$ cat src/rtl/sim_pkg.sv
package sim_pkg;

    // ************************************************************
    // configuration map, byte offsets in configuration space
    // ************************************************************
    localparam logic [7:0] OFS_COMMAND_WORD      = 8'h04;
    localparam logic [7:0] OFS_MSI_CONTROL       = 8'h62;
    localparam logic [7:0] OFS_MSI_ADDRESS_LOW   = 8'h64;
    localparam logic [7:0] OFS_MSI_ADDRESS_HIGH  = 8'h68;
    localparam logic [7:0] OFS_MSI_DATA_VALUE    = 8'h6c;
    localparam logic [7:0] OFS_BUS_CLOCK_CONTROL = 8'hd8;
    localparam logic [7:0] OFS_SERIAL_FORMAT     = 8'he0;
    localparam logic [7:0] OFS_TRIGGER_SELECT    = 8'he2;
    localparam logic [7:0] OFS_LEVEL_STATUS      = 8'he4;

    // ************************************************************
    // field positions and reset values
    // ************************************************************
    localparam int          POS_BUS_MASTER_ENABLE  = 2;
    localparam int          POS_SINGLE_VECTOR_EN   = 0;
    localparam int          POS_MULTI_VECTOR_LO    = 4;
    localparam int          POS_MULTI_VECTOR_CAP   = 1;
    localparam logic [2:0]  MULTI_VECTOR_CAPABLE   = 3'h4;
    localparam logic [6:0]  RST_BUS_CLOCK_CONTROL  = 7'h7f;
    localparam logic [7:0]  RST_SERIAL_FORMAT      = 8'h00;
    localparam logic [15:0] RST_TRIGGER_SELECT     = 16'h0000;
    localparam int          SERIAL_PHASES          = 17;
    localparam int          SERIAL_IRQS            = 16;
    localparam int          FMT_CONTINUOUS_BIT     = 7;
    localparam int          FMT_START_WIDTH_LO     = 0;
    localparam logic [1:0]  RST_START_WIDTH        = 2'h0;
    localparam logic [2:0]  START_CLOCKS_BASE      = 3'h4;
    localparam logic [7:0]  IDLE_GAP_CLOCKS        = 8'h08;
    localparam logic [2:0]  CLK_DIV_FAST           = 3'h2;
    localparam logic [2:0]  CLK_DIV_SLOW           = 3'h4;
    localparam logic [6:0]  TLP_FMT_MWR32          = 7'h40;
    localparam logic [6:0]  TLP_FMT_MWR64          = 7'h60;

    typedef enum logic [2:0] {
        SIM_IDLE,
        SIM_START,
        SIM_RECOVER,
        SIM_FRAME,
        SIM_STOP,
        SIM_GAP
    } sim_ser_e;

    typedef struct packed {
        logic        fmt64;
        logic [63:0] address;
        logic [15:0] data;
        logic [3:0]  vector;
    } sim_msi_s;

    typedef struct packed {
        logic       wr;
        logic       rd;
        logic [7:0] addr;
        logic [3:0] be;
        logic [31:0] wdata;
    } sim_cfg_s;

endpackage

$ cat src/rtl/sim_bridge.sv
`timescale 1ns/1ps
`default_nettype none
module sim_bridge
    import sim_pkg::*;
(
    input  wire logic        I_MCLK,
    input  wire logic        I_RST,
    input  wire logic        I_CE,
    input  wire logic        I_CFG_WR,
    input  wire logic        I_CFG_RD,
    input  wire logic [7:0]  I_CFG_ADDR,
    input  wire logic [3:0]  I_CFG_BE,
    input  wire logic [31:0] I_CFG_WDATA,
    output logic      [31:0] O_CFG_RDATA,
    output logic             O_CFG_ACK,
    input  wire logic        I_SERIAL_LINE,
    output logic             O_SERIAL_LINE,
    output logic             O_SERIAL_LINE_OE,
    input  wire logic        I_FAST_BUS_FREQUENCY_SELECT,
    output logic      [6:0]  O_BUS_CLOCK_OUTPUTS,
    output logic             O_MSI_VALID,
    input  wire logic        I_MSI_READY,
    output logic             O_MSI_FMT64,
    output logic      [63:0] O_MSI_ADDRESS,
    output logic      [6:0]  O_MSI_TLP_FMT_TYPE,
    output logic      [31:0] O_MSI_PAYLOAD
);

    // ************************************************************
    // pin synchronisers
    // ************************************************************
    logic [1:0] ser_sync_q;
    logic [1:0] fsel_sync_q;

    always_ff @(posedge I_MCLK or posedge I_RST)
    begin
        if (I_RST)
        begin
            ser_sync_q  <= 2'h3;
            fsel_sync_q <= 2'h0;
        end
        else if (I_CE)
        begin
            ser_sync_q  <= {ser_sync_q[0], I_SERIAL_LINE};
            fsel_sync_q <= {fsel_sync_q[0], I_FAST_BUS_FREQUENCY_SELECT};
        end
    end

    wire logic ser_in = ser_sync_q[1];
    wire logic fast_sel = fsel_sync_q[1];

    // ************************************************************
    // configuration registers
    // ************************************************************
    logic [15:0] command_word_q;
    logic        single_vector_irq_enable_q;
    logic [2:0]  multi_vector_count_q;
    logic [31:0] msi_address_low_q;
    logic [31:0] msi_address_high_q;
    logic [15:0] msi_data_value_q;
    logic [6:0]  bus_clock_output_control_q;
    logic [7:0]  serial_interrupt_format_q;
    logic [15:0] serial_interrupt_trigger_select_q;
    logic [15:0] serial_interrupt_level_status_q;
    logic [15:0] level_status_d;
    logic [15:0] status_clear;

    function automatic logic hit(input logic [7:0] a, input logic [7:0] ofs);
        hit = (a[7:2] == ofs[7:2]);
    endfunction

    wire logic wr = I_CE && I_CFG_WR;

    always_ff @(posedge I_MCLK or posedge I_RST)
    begin
        if (I_RST)
        begin
            command_word_q                    <= 16'h0000;
            single_vector_irq_enable_q        <= 1'b0;
            multi_vector_count_q              <= 3'h0;
            msi_address_low_q                 <= 32'h0000_0000;
            msi_address_high_q                <= 32'h0000_0000;
            msi_data_value_q                  <= 16'h0000;
            serial_interrupt_format_q         <= RST_SERIAL_FORMAT;
            serial_interrupt_trigger_select_q <= RST_TRIGGER_SELECT;
        end
        else if (wr)
        begin
            if (hit(I_CFG_ADDR, OFS_COMMAND_WORD))
            begin
                if (I_CFG_BE[0]) command_word_q[7:0]  <= I_CFG_WDATA[7:0];
                if (I_CFG_BE[1]) command_word_q[15:8] <= I_CFG_WDATA[15:8];
            end
            // enable bits in upper half of word 60h
            if (hit(I_CFG_ADDR, OFS_MSI_CONTROL) && I_CFG_BE[2])
            begin
                single_vector_irq_enable_q <= I_CFG_WDATA[16 + POS_SINGLE_VECTOR_EN];
                multi_vector_count_q <= I_CFG_WDATA[16 + POS_MULTI_VECTOR_LO +: 3];
            end
            if (hit(I_CFG_ADDR, OFS_MSI_ADDRESS_LOW))
                msi_address_low_q <= {I_CFG_WDATA[31:2], 2'h0};
            if (hit(I_CFG_ADDR, OFS_MSI_ADDRESS_HIGH))
                msi_address_high_q <= I_CFG_WDATA;
            if (hit(I_CFG_ADDR, OFS_MSI_DATA_VALUE) && I_CFG_BE[0])
                msi_data_value_q[7:0] <= I_CFG_WDATA[7:0];
            if (hit(I_CFG_ADDR, OFS_MSI_DATA_VALUE) && I_CFG_BE[1])
                msi_data_value_q[15:8] <= I_CFG_WDATA[15:8];
            if (hit(I_CFG_ADDR, OFS_SERIAL_FORMAT) && I_CFG_BE[0])
                serial_interrupt_format_q <= I_CFG_WDATA[7:0];
            if (hit(I_CFG_ADDR, OFS_SERIAL_FORMAT) && I_CFG_BE[2])
                serial_interrupt_trigger_select_q[7:0] <= I_CFG_WDATA[23:16];
            if (hit(I_CFG_ADDR, OFS_SERIAL_FORMAT) && I_CFG_BE[3])
                serial_interrupt_trigger_select_q[15:8] <= I_CFG_WDATA[31:24];
        end
    end

    // clock enables all on after reset
    always_ff @(posedge I_MCLK or posedge I_RST)
    begin
        if (I_RST)
            bus_clock_output_control_q <= RST_BUS_CLOCK_CONTROL;
        else if (wr && hit(I_CFG_ADDR, OFS_BUS_CLOCK_CONTROL) && I_CFG_BE[0])
            bus_clock_output_control_q <= I_CFG_WDATA[6:0];
    end

    // status is write-one-to-clear
    always_comb
    begin
        status_clear = 16'h0000;
        if (wr && hit(I_CFG_ADDR, OFS_LEVEL_STATUS))
            status_clear = I_CFG_WDATA[15:0] & {{8{I_CFG_BE[1]}}, {8{I_CFG_BE[0]}}};
    end

    // ************************************************************
    // serial interrupt stream
    // ************************************************************
    sim_ser_e    ser_state_q;
    logic [7:0]  ser_cnt_q;
    logic [4:0]  phase_q;
    logic [1:0]  slot_q;
    logic [15:0] frame_sample_q;
    logic [15:0] prev_sample_q;
    logic        frame_done_q;
    logic [2:0]  start_len;

    assign start_len = START_CLOCKS_BASE +
        {1'b0, serial_interrupt_format_q[FMT_START_WIDTH_LO +: 2]};

    // continuous vs quiet mode, start width
    // fixed seventeen phases, three clocks each
    always_ff @(posedge I_MCLK or posedge I_RST)
    begin
        if (I_RST)
        begin
            ser_state_q      <= SIM_IDLE;
            ser_cnt_q        <= 8'h00;
            phase_q          <= 5'h00;
            slot_q           <= 2'h0;
            frame_sample_q   <= 16'hffff;
            frame_done_q     <= 1'b0;
            O_SERIAL_LINE    <= 1'b1;
            O_SERIAL_LINE_OE <= 1'b0;
        end
        else if (I_CE)
        begin
            frame_done_q <= 1'b0;
            case (ser_state_q)
                SIM_IDLE:
                begin
                    O_SERIAL_LINE_OE <= 1'b0;
                    if (serial_interrupt_format_q[FMT_CONTINUOUS_BIT] || !ser_in)
                    begin
                        ser_state_q      <= SIM_START;
                        ser_cnt_q        <= 8'h00;
                        O_SERIAL_LINE    <= 1'b0;
                        O_SERIAL_LINE_OE <= 1'b1;
                    end
                end
                SIM_START:
                begin
                    ser_cnt_q <= ser_cnt_q + 8'h01;
                    if (ser_cnt_q[2:0] == start_len - 3'h1)
                    begin
                        O_SERIAL_LINE <= 1'b1;
                        ser_state_q   <= SIM_RECOVER;
                    end
                end
                SIM_RECOVER:
                begin
                    O_SERIAL_LINE_OE <= 1'b0;
                    ser_state_q      <= SIM_FRAME;
                    phase_q          <= 5'h00;
                    slot_q           <= 2'h0;
                end
                SIM_FRAME:
                begin
                    // frame 16 not sampled
                    // the synchroniser lags two clocks, so the last slot sees the first
                    if (slot_q == 2'h2 && phase_q < 5'(SERIAL_IRQS))
                        frame_sample_q[phase_q[3:0]] <= ser_in;
                    slot_q <= (slot_q == 2'h2) ? 2'h0 : slot_q + 2'h1;
                    if (slot_q == 2'h2)
                    begin
                        if (phase_q == 5'(SERIAL_PHASES - 1))
                        begin
                            ser_state_q      <= SIM_STOP;
                            ser_cnt_q        <= 8'h00;
                            O_SERIAL_LINE    <= 1'b0;
                            O_SERIAL_LINE_OE <= 1'b1;
                        end
                        phase_q <= phase_q + 5'h01;
                    end
                end
                SIM_STOP:
                begin
                    ser_cnt_q <= ser_cnt_q + 8'h01;
                    if (ser_cnt_q == 8'h01)
                    begin
                        O_SERIAL_LINE <= 1'b1;
                        frame_done_q  <= 1'b1;
                        ser_state_q   <= SIM_GAP;
                        ser_cnt_q     <= 8'h00;
                    end
                end
                SIM_GAP:
                begin
                    O_SERIAL_LINE_OE <= 1'b0;
                    ser_cnt_q        <= ser_cnt_q + 8'h01;
                    if (ser_cnt_q == IDLE_GAP_CLOCKS)
                        ser_state_q <= SIM_IDLE;
                end
                default:
                    ser_state_q <= SIM_IDLE;
            endcase
        end
    end

    // ************************************************************
    // event detection: low on the line means asserted
    // ************************************************************
    logic [15:0] asserted;
    logic [15:0] edge_event;
    logic [15:0] level_rise;
    logic [15:0] pending_q;
    logic [15:0] grant_mask;

    assign asserted = ~frame_sample_q;

    always_ff @(posedge I_MCLK or posedge I_RST)
    begin
        if (I_RST)
            prev_sample_q <= 16'h0000;
        else if (I_CE && frame_done_q)
            prev_sample_q <= asserted;
    end

    assign edge_event = (frame_done_q ? (asserted & ~prev_sample_q) : 16'h0000)
                        & serial_interrupt_trigger_select_q;

    // set wins over a same-cycle clear
    always_comb
    begin
        level_status_d = serial_interrupt_level_status_q & ~status_clear;
        if (frame_done_q)
            level_status_d = level_status_d | (asserted & ~serial_interrupt_trigger_select_q);
    end

    always_ff @(posedge I_MCLK or posedge I_RST)
    begin
        if (I_RST)
            serial_interrupt_level_status_q <= 16'h0000;
        else if (I_CE)
            serial_interrupt_level_status_q <= level_status_d;
    end

    assign level_rise = level_status_d & ~serial_interrupt_level_status_q
                        & ~serial_interrupt_trigger_select_q;

    // events wait here until a message is started for them
    always_ff @(posedge I_MCLK or posedge I_RST)
    begin
        if (I_RST)
            pending_q <= 16'h0000;
        else if (I_CE)
            pending_q <= (pending_q & ~grant_mask) | (I_CE ? (edge_event | level_rise) : 16'h0000);
    end

    // ************************************************************
    // message generation
    // ************************************************************
    logic [3:0]  pick;
    logic        msi_allowed;
    logic [3:0]  vec_mask;

    always_comb
    begin
        pick = 4'h0;
        for (int i = SERIAL_IRQS - 1; i >= 0; i--)
            if (pending_q[i])
                pick = 4'(i);
    end

    assign msi_allowed = command_word_q[POS_BUS_MASTER_ENABLE] && single_vector_irq_enable_q;
    assign grant_mask = (I_CE && msi_allowed && !O_MSI_VALID && pending_q != 16'h0000)
                        ? (16'h0001 << pick) : 16'h0000;

    always_comb
    begin
        case (multi_vector_count_q)
            3'h0:    vec_mask = 4'h0;
            3'h1:    vec_mask = 4'h1;
            3'h2:    vec_mask = 4'h3;
            3'h3:    vec_mask = 4'h7;
            default: vec_mask = 4'hf;
        endcase
    end

    always_ff @(posedge I_MCLK or posedge I_RST)
    begin
        if (I_RST)
        begin
            O_MSI_VALID        <= 1'b0;
            O_MSI_FMT64        <= 1'b0;
            O_MSI_ADDRESS      <= 64'h0;
            O_MSI_TLP_FMT_TYPE <= 7'h00;
            O_MSI_PAYLOAD      <= 32'h0;
        end
        else if (I_CE)
        begin
            if (O_MSI_VALID && I_MSI_READY)
                O_MSI_VALID <= 1'b0;
            else if (grant_mask != 16'h0000)
            begin
                O_MSI_VALID <= 1'b1;
                O_MSI_FMT64 <= (msi_address_high_q != 32'h0);
                O_MSI_TLP_FMT_TYPE <= (msi_address_high_q != 32'h0) ? TLP_FMT_MWR64 : TLP_FMT_MWR32;
                O_MSI_ADDRESS <= {msi_address_high_q, msi_address_low_q};
                // byte 0 value, byte 1 vector
                O_MSI_PAYLOAD <= {16'h0000, 4'h0, pick & vec_mask, msi_data_value_q[7:0]};
            end
        end
    end

    // ************************************************************
    // bus clock outputs
    // ************************************************************
    logic [2:0] div_cnt_q;
    logic       clk_phase_q;
    logic [2:0] div_half;

    // half period from the frequency select
    assign div_half = fast_sel ? CLK_DIV_FAST : CLK_DIV_SLOW;

    // everything here runs on I_MCLK
    always_ff @(posedge I_MCLK or posedge I_RST)
    begin
        if (I_RST)
        begin
            div_cnt_q   <= 3'h0;
            clk_phase_q <= 1'b0;
        end
        else if (I_CE)
        begin
            if (div_cnt_q >= div_half - 3'h1)
            begin
                div_cnt_q   <= 3'h0;
                clk_phase_q <= ~clk_phase_q;
            end
            else
                div_cnt_q <= div_cnt_q + 3'h1;
        end
    end

    always_ff @(posedge I_MCLK or posedge I_RST)
    begin
        if (I_RST)
            O_BUS_CLOCK_OUTPUTS <= 7'h00;
        else if (I_CE)
            O_BUS_CLOCK_OUTPUTS <= {7{clk_phase_q}} & bus_clock_output_control_q;
    end

    // ************************************************************
    // configuration read
    // ************************************************************
    always_ff @(posedge I_MCLK or posedge I_RST)
    begin
        if (I_RST)
        begin
            O_CFG_RDATA <= 32'h0;
            O_CFG_ACK   <= 1'b0;
        end
        else if (I_CE)
        begin
            O_CFG_ACK <= I_CFG_RD || I_CFG_WR;
            if (I_CFG_RD)
            begin
                O_CFG_RDATA <= 32'h0;
                if (hit(I_CFG_ADDR, OFS_COMMAND_WORD))
                    O_CFG_RDATA <= {16'h0000, command_word_q};
                if (hit(I_CFG_ADDR, OFS_MSI_CONTROL))
                    O_CFG_RDATA <= {8'h00, 1'b0, multi_vector_count_q, MULTI_VECTOR_CAPABLE,
                                    single_vector_irq_enable_q, 16'h0000};
                if (hit(I_CFG_ADDR, OFS_MSI_ADDRESS_LOW))
                    O_CFG_RDATA <= msi_address_low_q;
                if (hit(I_CFG_ADDR, OFS_MSI_ADDRESS_HIGH))
                    O_CFG_RDATA <= msi_address_high_q;
                if (hit(I_CFG_ADDR, OFS_MSI_DATA_VALUE))
                    O_CFG_RDATA <= {16'h0000, msi_data_value_q};
                if (hit(I_CFG_ADDR, OFS_BUS_CLOCK_CONTROL))
                    O_CFG_RDATA <= {25'h0, bus_clock_output_control_q};
                if (hit(I_CFG_ADDR, OFS_SERIAL_FORMAT))
                    O_CFG_RDATA <= {serial_interrupt_trigger_select_q, 8'h00, serial_interrupt_format_q};
                if (hit(I_CFG_ADDR, OFS_LEVEL_STATUS))
                    O_CFG_RDATA <= {16'h0000, serial_interrupt_level_status_q};
            end
        end
    end
endmodule
`default_nettype wire

$ cat config.mk
export PLATFORM = sky130hd
export DESIGN_NAME = sim_bridge
export DESIGN_NICKNAME = d
export VERILOG_FILES = /design/src/rtl/sim_pkg.sv /design/src/rtl/sim_bridge.sv
export SDC_FILE = /design/constraint.sdc
export NUM_CORES = 1
export LEC_CHECK = 0
export ABC_AREA = 1
export BUFFER_PORTS_ARGS = -buffer_cell sky130_fd_sc_hd__buf_2
export CORE_MARGIN = 3
export CORE_UTILIZATION = 45
export DETAILED_ROUTE_END_ITERATION = 16
export GPL_ROUTABILITY_DRIVEN = 1
export GPL_TIMING_DRIVEN = 0
export SYNTH_ARGS = -nofsm -noshare
export SYNTH_HDL_FRONTEND = slang
export SYNTH_SLANG_ARGS = --single-unit
$ cat constraint.sdc
create_clock -name I_MCLK -period 13.7 [get_ports I_MCLK]
set_clock_uncertainty 0.05 [all_clocks]
set_input_delay 0.685 -clock I_MCLK [delete_from_list [all_inputs] [get_ports I_MCLK]]
set_output_delay 0.685 -clock I_MCLK [all_outputs]
set_load 0.03 [all_outputs]
==> summary.md <==
| Metric | Value |
|---|---|
| Vias/cell | 5.25 |
| Clk network pwr share | 36.5% |
| Max-slew violations | 0 |
| WL final | 44.8 mm |
| Layout Nets | 1995 |
| Flops & latches, synth | 339 |
| Clock latency on the worst-skew pair | 0.52 ns |
| Post-route ant nets | 0 |
| Remaining global-route overflow | 0 |
| Critical path type | reg -> reg |
| EDFF count, synth | 0 |
| Core area | 32800 um^2 |
| 1st-pass router iterations | 7 |
| Worst Hold Class | in -> async |
| NetSw | 0.000820 W |
| Largest net degree at the start of global routing | 110 |
| Slew headroom | 45.0% |
| Post-synth top cells | nand2_1 (423), dfrtp_1 (313), o21ai_0 (270), inv_1 (196), nor2_1 (59) |
| Sequential area share after synthesis | 56.4% |
| Outcome | complete, no violations |
| Resized cells post-CTS | 0 |
| Netlist cell types | 46 |
| Leak pwr | 8.52 nW |
| Initial antenna violation count | 0 |
| CTS Buffer Depth | 3 |
| Worst EP arrival | 2.67 ns |
| CTS H-tree depth | 2 |
| GP Congestion | 0.876 |
| Yosys warnings | 0 |
| Post-CTS Setup Repair Bufs | 0 |
| Initial Util | 46.1% |
| Clock Pin Slew Worst Setup and Hold Paths | 0.06 ns |
| Port Buf Inserts | 168 |
| Placed Instances | 2336 |
| Synth async-reset ratio | 100% |
| Top Ports | 199 |
| Layout cells sized above 1 | 19.4% |
| Post-synth top area share | 51.8% |
| Power per cell area | 148 nW/um^2 |
| CTS buffer count | 37 |
| Synthesized area | 15100 um^2 |
| Finished Layout Cells | 2404 |
| Diodes inserted | 0 |
| Final period util | 16.8% |
| Sw Share | 30.9% |
| Rows | 66 |
| Iter 0 DRT Violations | 1225 |
| Area grow syn2layout | 18.2% |
| Max-cap viol count | 0 |
| Worst setup EP type | register |
| Setup TNS | 0 ns |
| CTS Hold Bufs | 0 |
| Clock sink total | 339 |
| Final setup fails | 0 |
| Root buf cell | clkbuf_16 |
| Worst VDD drop | 116 uV |
| TritonCTS clock tree | done |
| Vias in the first global route | 12100 |
| CP max FO | 10 |
| Min Tclk post-route | 2.30 ns |
| Flop pwr share | 45.3% |
| Total track usage | 24.8% |
| Gate Count Post-Synth | 1697 |
| WHS | 0.115 ns |
| DP HPWL | 33.7 mm |
| Wirelength per Cell | 18.7 um |
| Fin. Hold Viols | 0 |
| Comb power frac | 18.2% |
| Internal power | 0.00183 W |
| Synth area leaders | dfrtp_1 (52%), nand2_1 (11%), o21ai_0 (8.9%) |
| Max Freq | 0.436 GHz |
| Count leader, synth | nand2_1 |
| Syn Area/Cell | 8.90 um^2 |
| Most used flip-flop cell after synthesis | dfrtp_1 |
| Final Util | 54.5% |
| Worst-margin pin slew | 0.825 ns |
| First-pass GRT wire length | 69.3 mm |
| Die area | 35800 um^2 |
| RSZ-0062 raised after global routing | no |
| DRC violations left | 0 |
| Die height | 189 um |
| Data required, critical path | 14.07 ns |
| Yosys top cell by area | dfrtp_1 |
| CP Launch Type | register |
| Via Count | 12600 |
| Die Wd | 189 um |
==> critical path, stage by stage, from the launching register on <==
cell and delay (ns):
dfrtp_1 0.38, inv_2 0.08, nand2_1 0.07, nor3_1 0.21, nand2_1 0.17, inv_1 0.10
nor2_2 0.07, nor2_4 0.21, buf_1 0.66, nand2_1 0.10, o31ai_1 0.10
==> final timing paths <==
check                                                  startpoint                                 to  slack [ns]  cells past startpoint
worst max-delay path                     pending_q[0]$_DFFE_PP0P_      O_MSI_PAYLOAD[10]$_DFFE_PP0P_       11.40                     10
worst min-delay path                                        I_RST      O_MSI_ADDRESS[11]$_DFFE_PP0P_        0.11                      2
worst max register to register           pending_q[0]$_DFFE_PP0P_      O_MSI_PAYLOAD[10]$_DFFE_PP0P_       11.40                     10
worst min register to register  O_MSI_TLP_FMT_TYPE[6]$_DFFE_PP0P_  O_MSI_TLP_FMT_TYPE[6]$_DFFE_PP0P_        0.42                      1
max in group asynchronous                                   I_RST     frame_sample_q[13]$_DFFE_PP1P_       12.21                      4
min in group I_MCLK                                   I_MSI_READY            O_MSI_VALID$_DFFE_PP0P_        0.32                      2
==> area by class of cell <==
type                       instances  area, um^2
sequential                       339        8520
timing repair buffer             171         923
multi-input combinational       1082        5330
tap                              442         553
inverter                         211         802
fill                            3110       14900
buffer                            91         567
clock buffer                      59        1090
clock inverter                     9        73.8
==> stage by stage <==
step	total power (W)	setup WS (ns)	cell area (um^2)
finish	0.00265	11.40	17900
global route	0.00278	11.17	17900
CTS	0.00266	11.40	17900
detailed placement	0.00170	10.98	16700
global placement	0.00168	-0.298	16600
floorplan	0.00154	3.61	15200
==> kinds of logic after synthesis <==
kind of cell	after synthesis	share of synthesized area, %
AND/OR/NAND/NOR	584	16.2
AO/OA/AOI/OAI	455	17.2
flip-flops	339	56.4
buffers and inverters	302	9.01
adder cells (fa/ha/maj)	10	0.828
XOR/XNOR	6	0.348
other	1	0.0248
==> flip-flops by register name, summed over array words and instances (netlist names), 7 cells and up <==
signal,cells
command_word_q,16
msi_data_value_q,16
frame_sample_q,16
msi_address_low_q,30
O_CFG_RDATA,32
bus_clock_output_control_q,7
serial_interrupt_level_status_q,16
msi_address_high_q,32
O_BUS_CLOCK_OUTPUTS,7
pending_q,16
ser_cnt_q,8
O_MSI_ADDRESS,62
prev_sample_q,16
serial_interrupt_trigger_select_q,16
O_MSI_PAYLOAD,12
serial_interrupt_format_q,8
==> power groups by stage <==
| stage | Clock, W | Sequential, W | Combinational, W |
|---|---|---|---|
| global route | 0.00102 | 0.00121 | 0.000546 |
| global placement | 0 | 0.00121 | 0.000470 |
| detailed placement | 0 | 0.00122 | 0.000481 |
| finish | 0.000968 | 0.00120 | 0.000483 |
| floorplan | 0 | 0.00123 | 0.000315 |
| CTS | 0.000982 | 0.00120 | 0.000483 |
==> routing by layer <==
layer	part of all wire [%]	global-route usage (%)	up-vias
met3	7.0	4.68	85
met1	44	34.5	6106
li1	-	-	5979
met2	45	39.5	453
met4	3.5	8.64	0
met5	0	0	-
==> cells in the final DEF (no fill, tap or decap), types with 3 or more instances in the layout <==
master	count
nand2_1	423
nor2_1	59
clkbuf_16	39
o21ai_2	50
nor2_2	3
buf_6	14
dfstp_2	26
inv_1	195
o31ai_1	3
o21ai_1	15
clkbuf_8	4
clkinv_2	7
a21oi_1	50
clkbuf_1	55
nor2_4	4
conb_1	27
nor4_1	6
nor3_1	7
buf_4	30
o21ai_0	270
o22ai_1	24
o21bai_1	4
ha_1	10
nand3_1	52
dfrtp_1	313
or2_2	6
a31oi_1	15
a221oi_1	7
clkinv_1	4
buf_16	3
inv_2	10
buf_2	174
o211ai_1	11
nand4_1	16
xnor2_1	4
No activity file was read; power rests on OpenSTA's default activity.
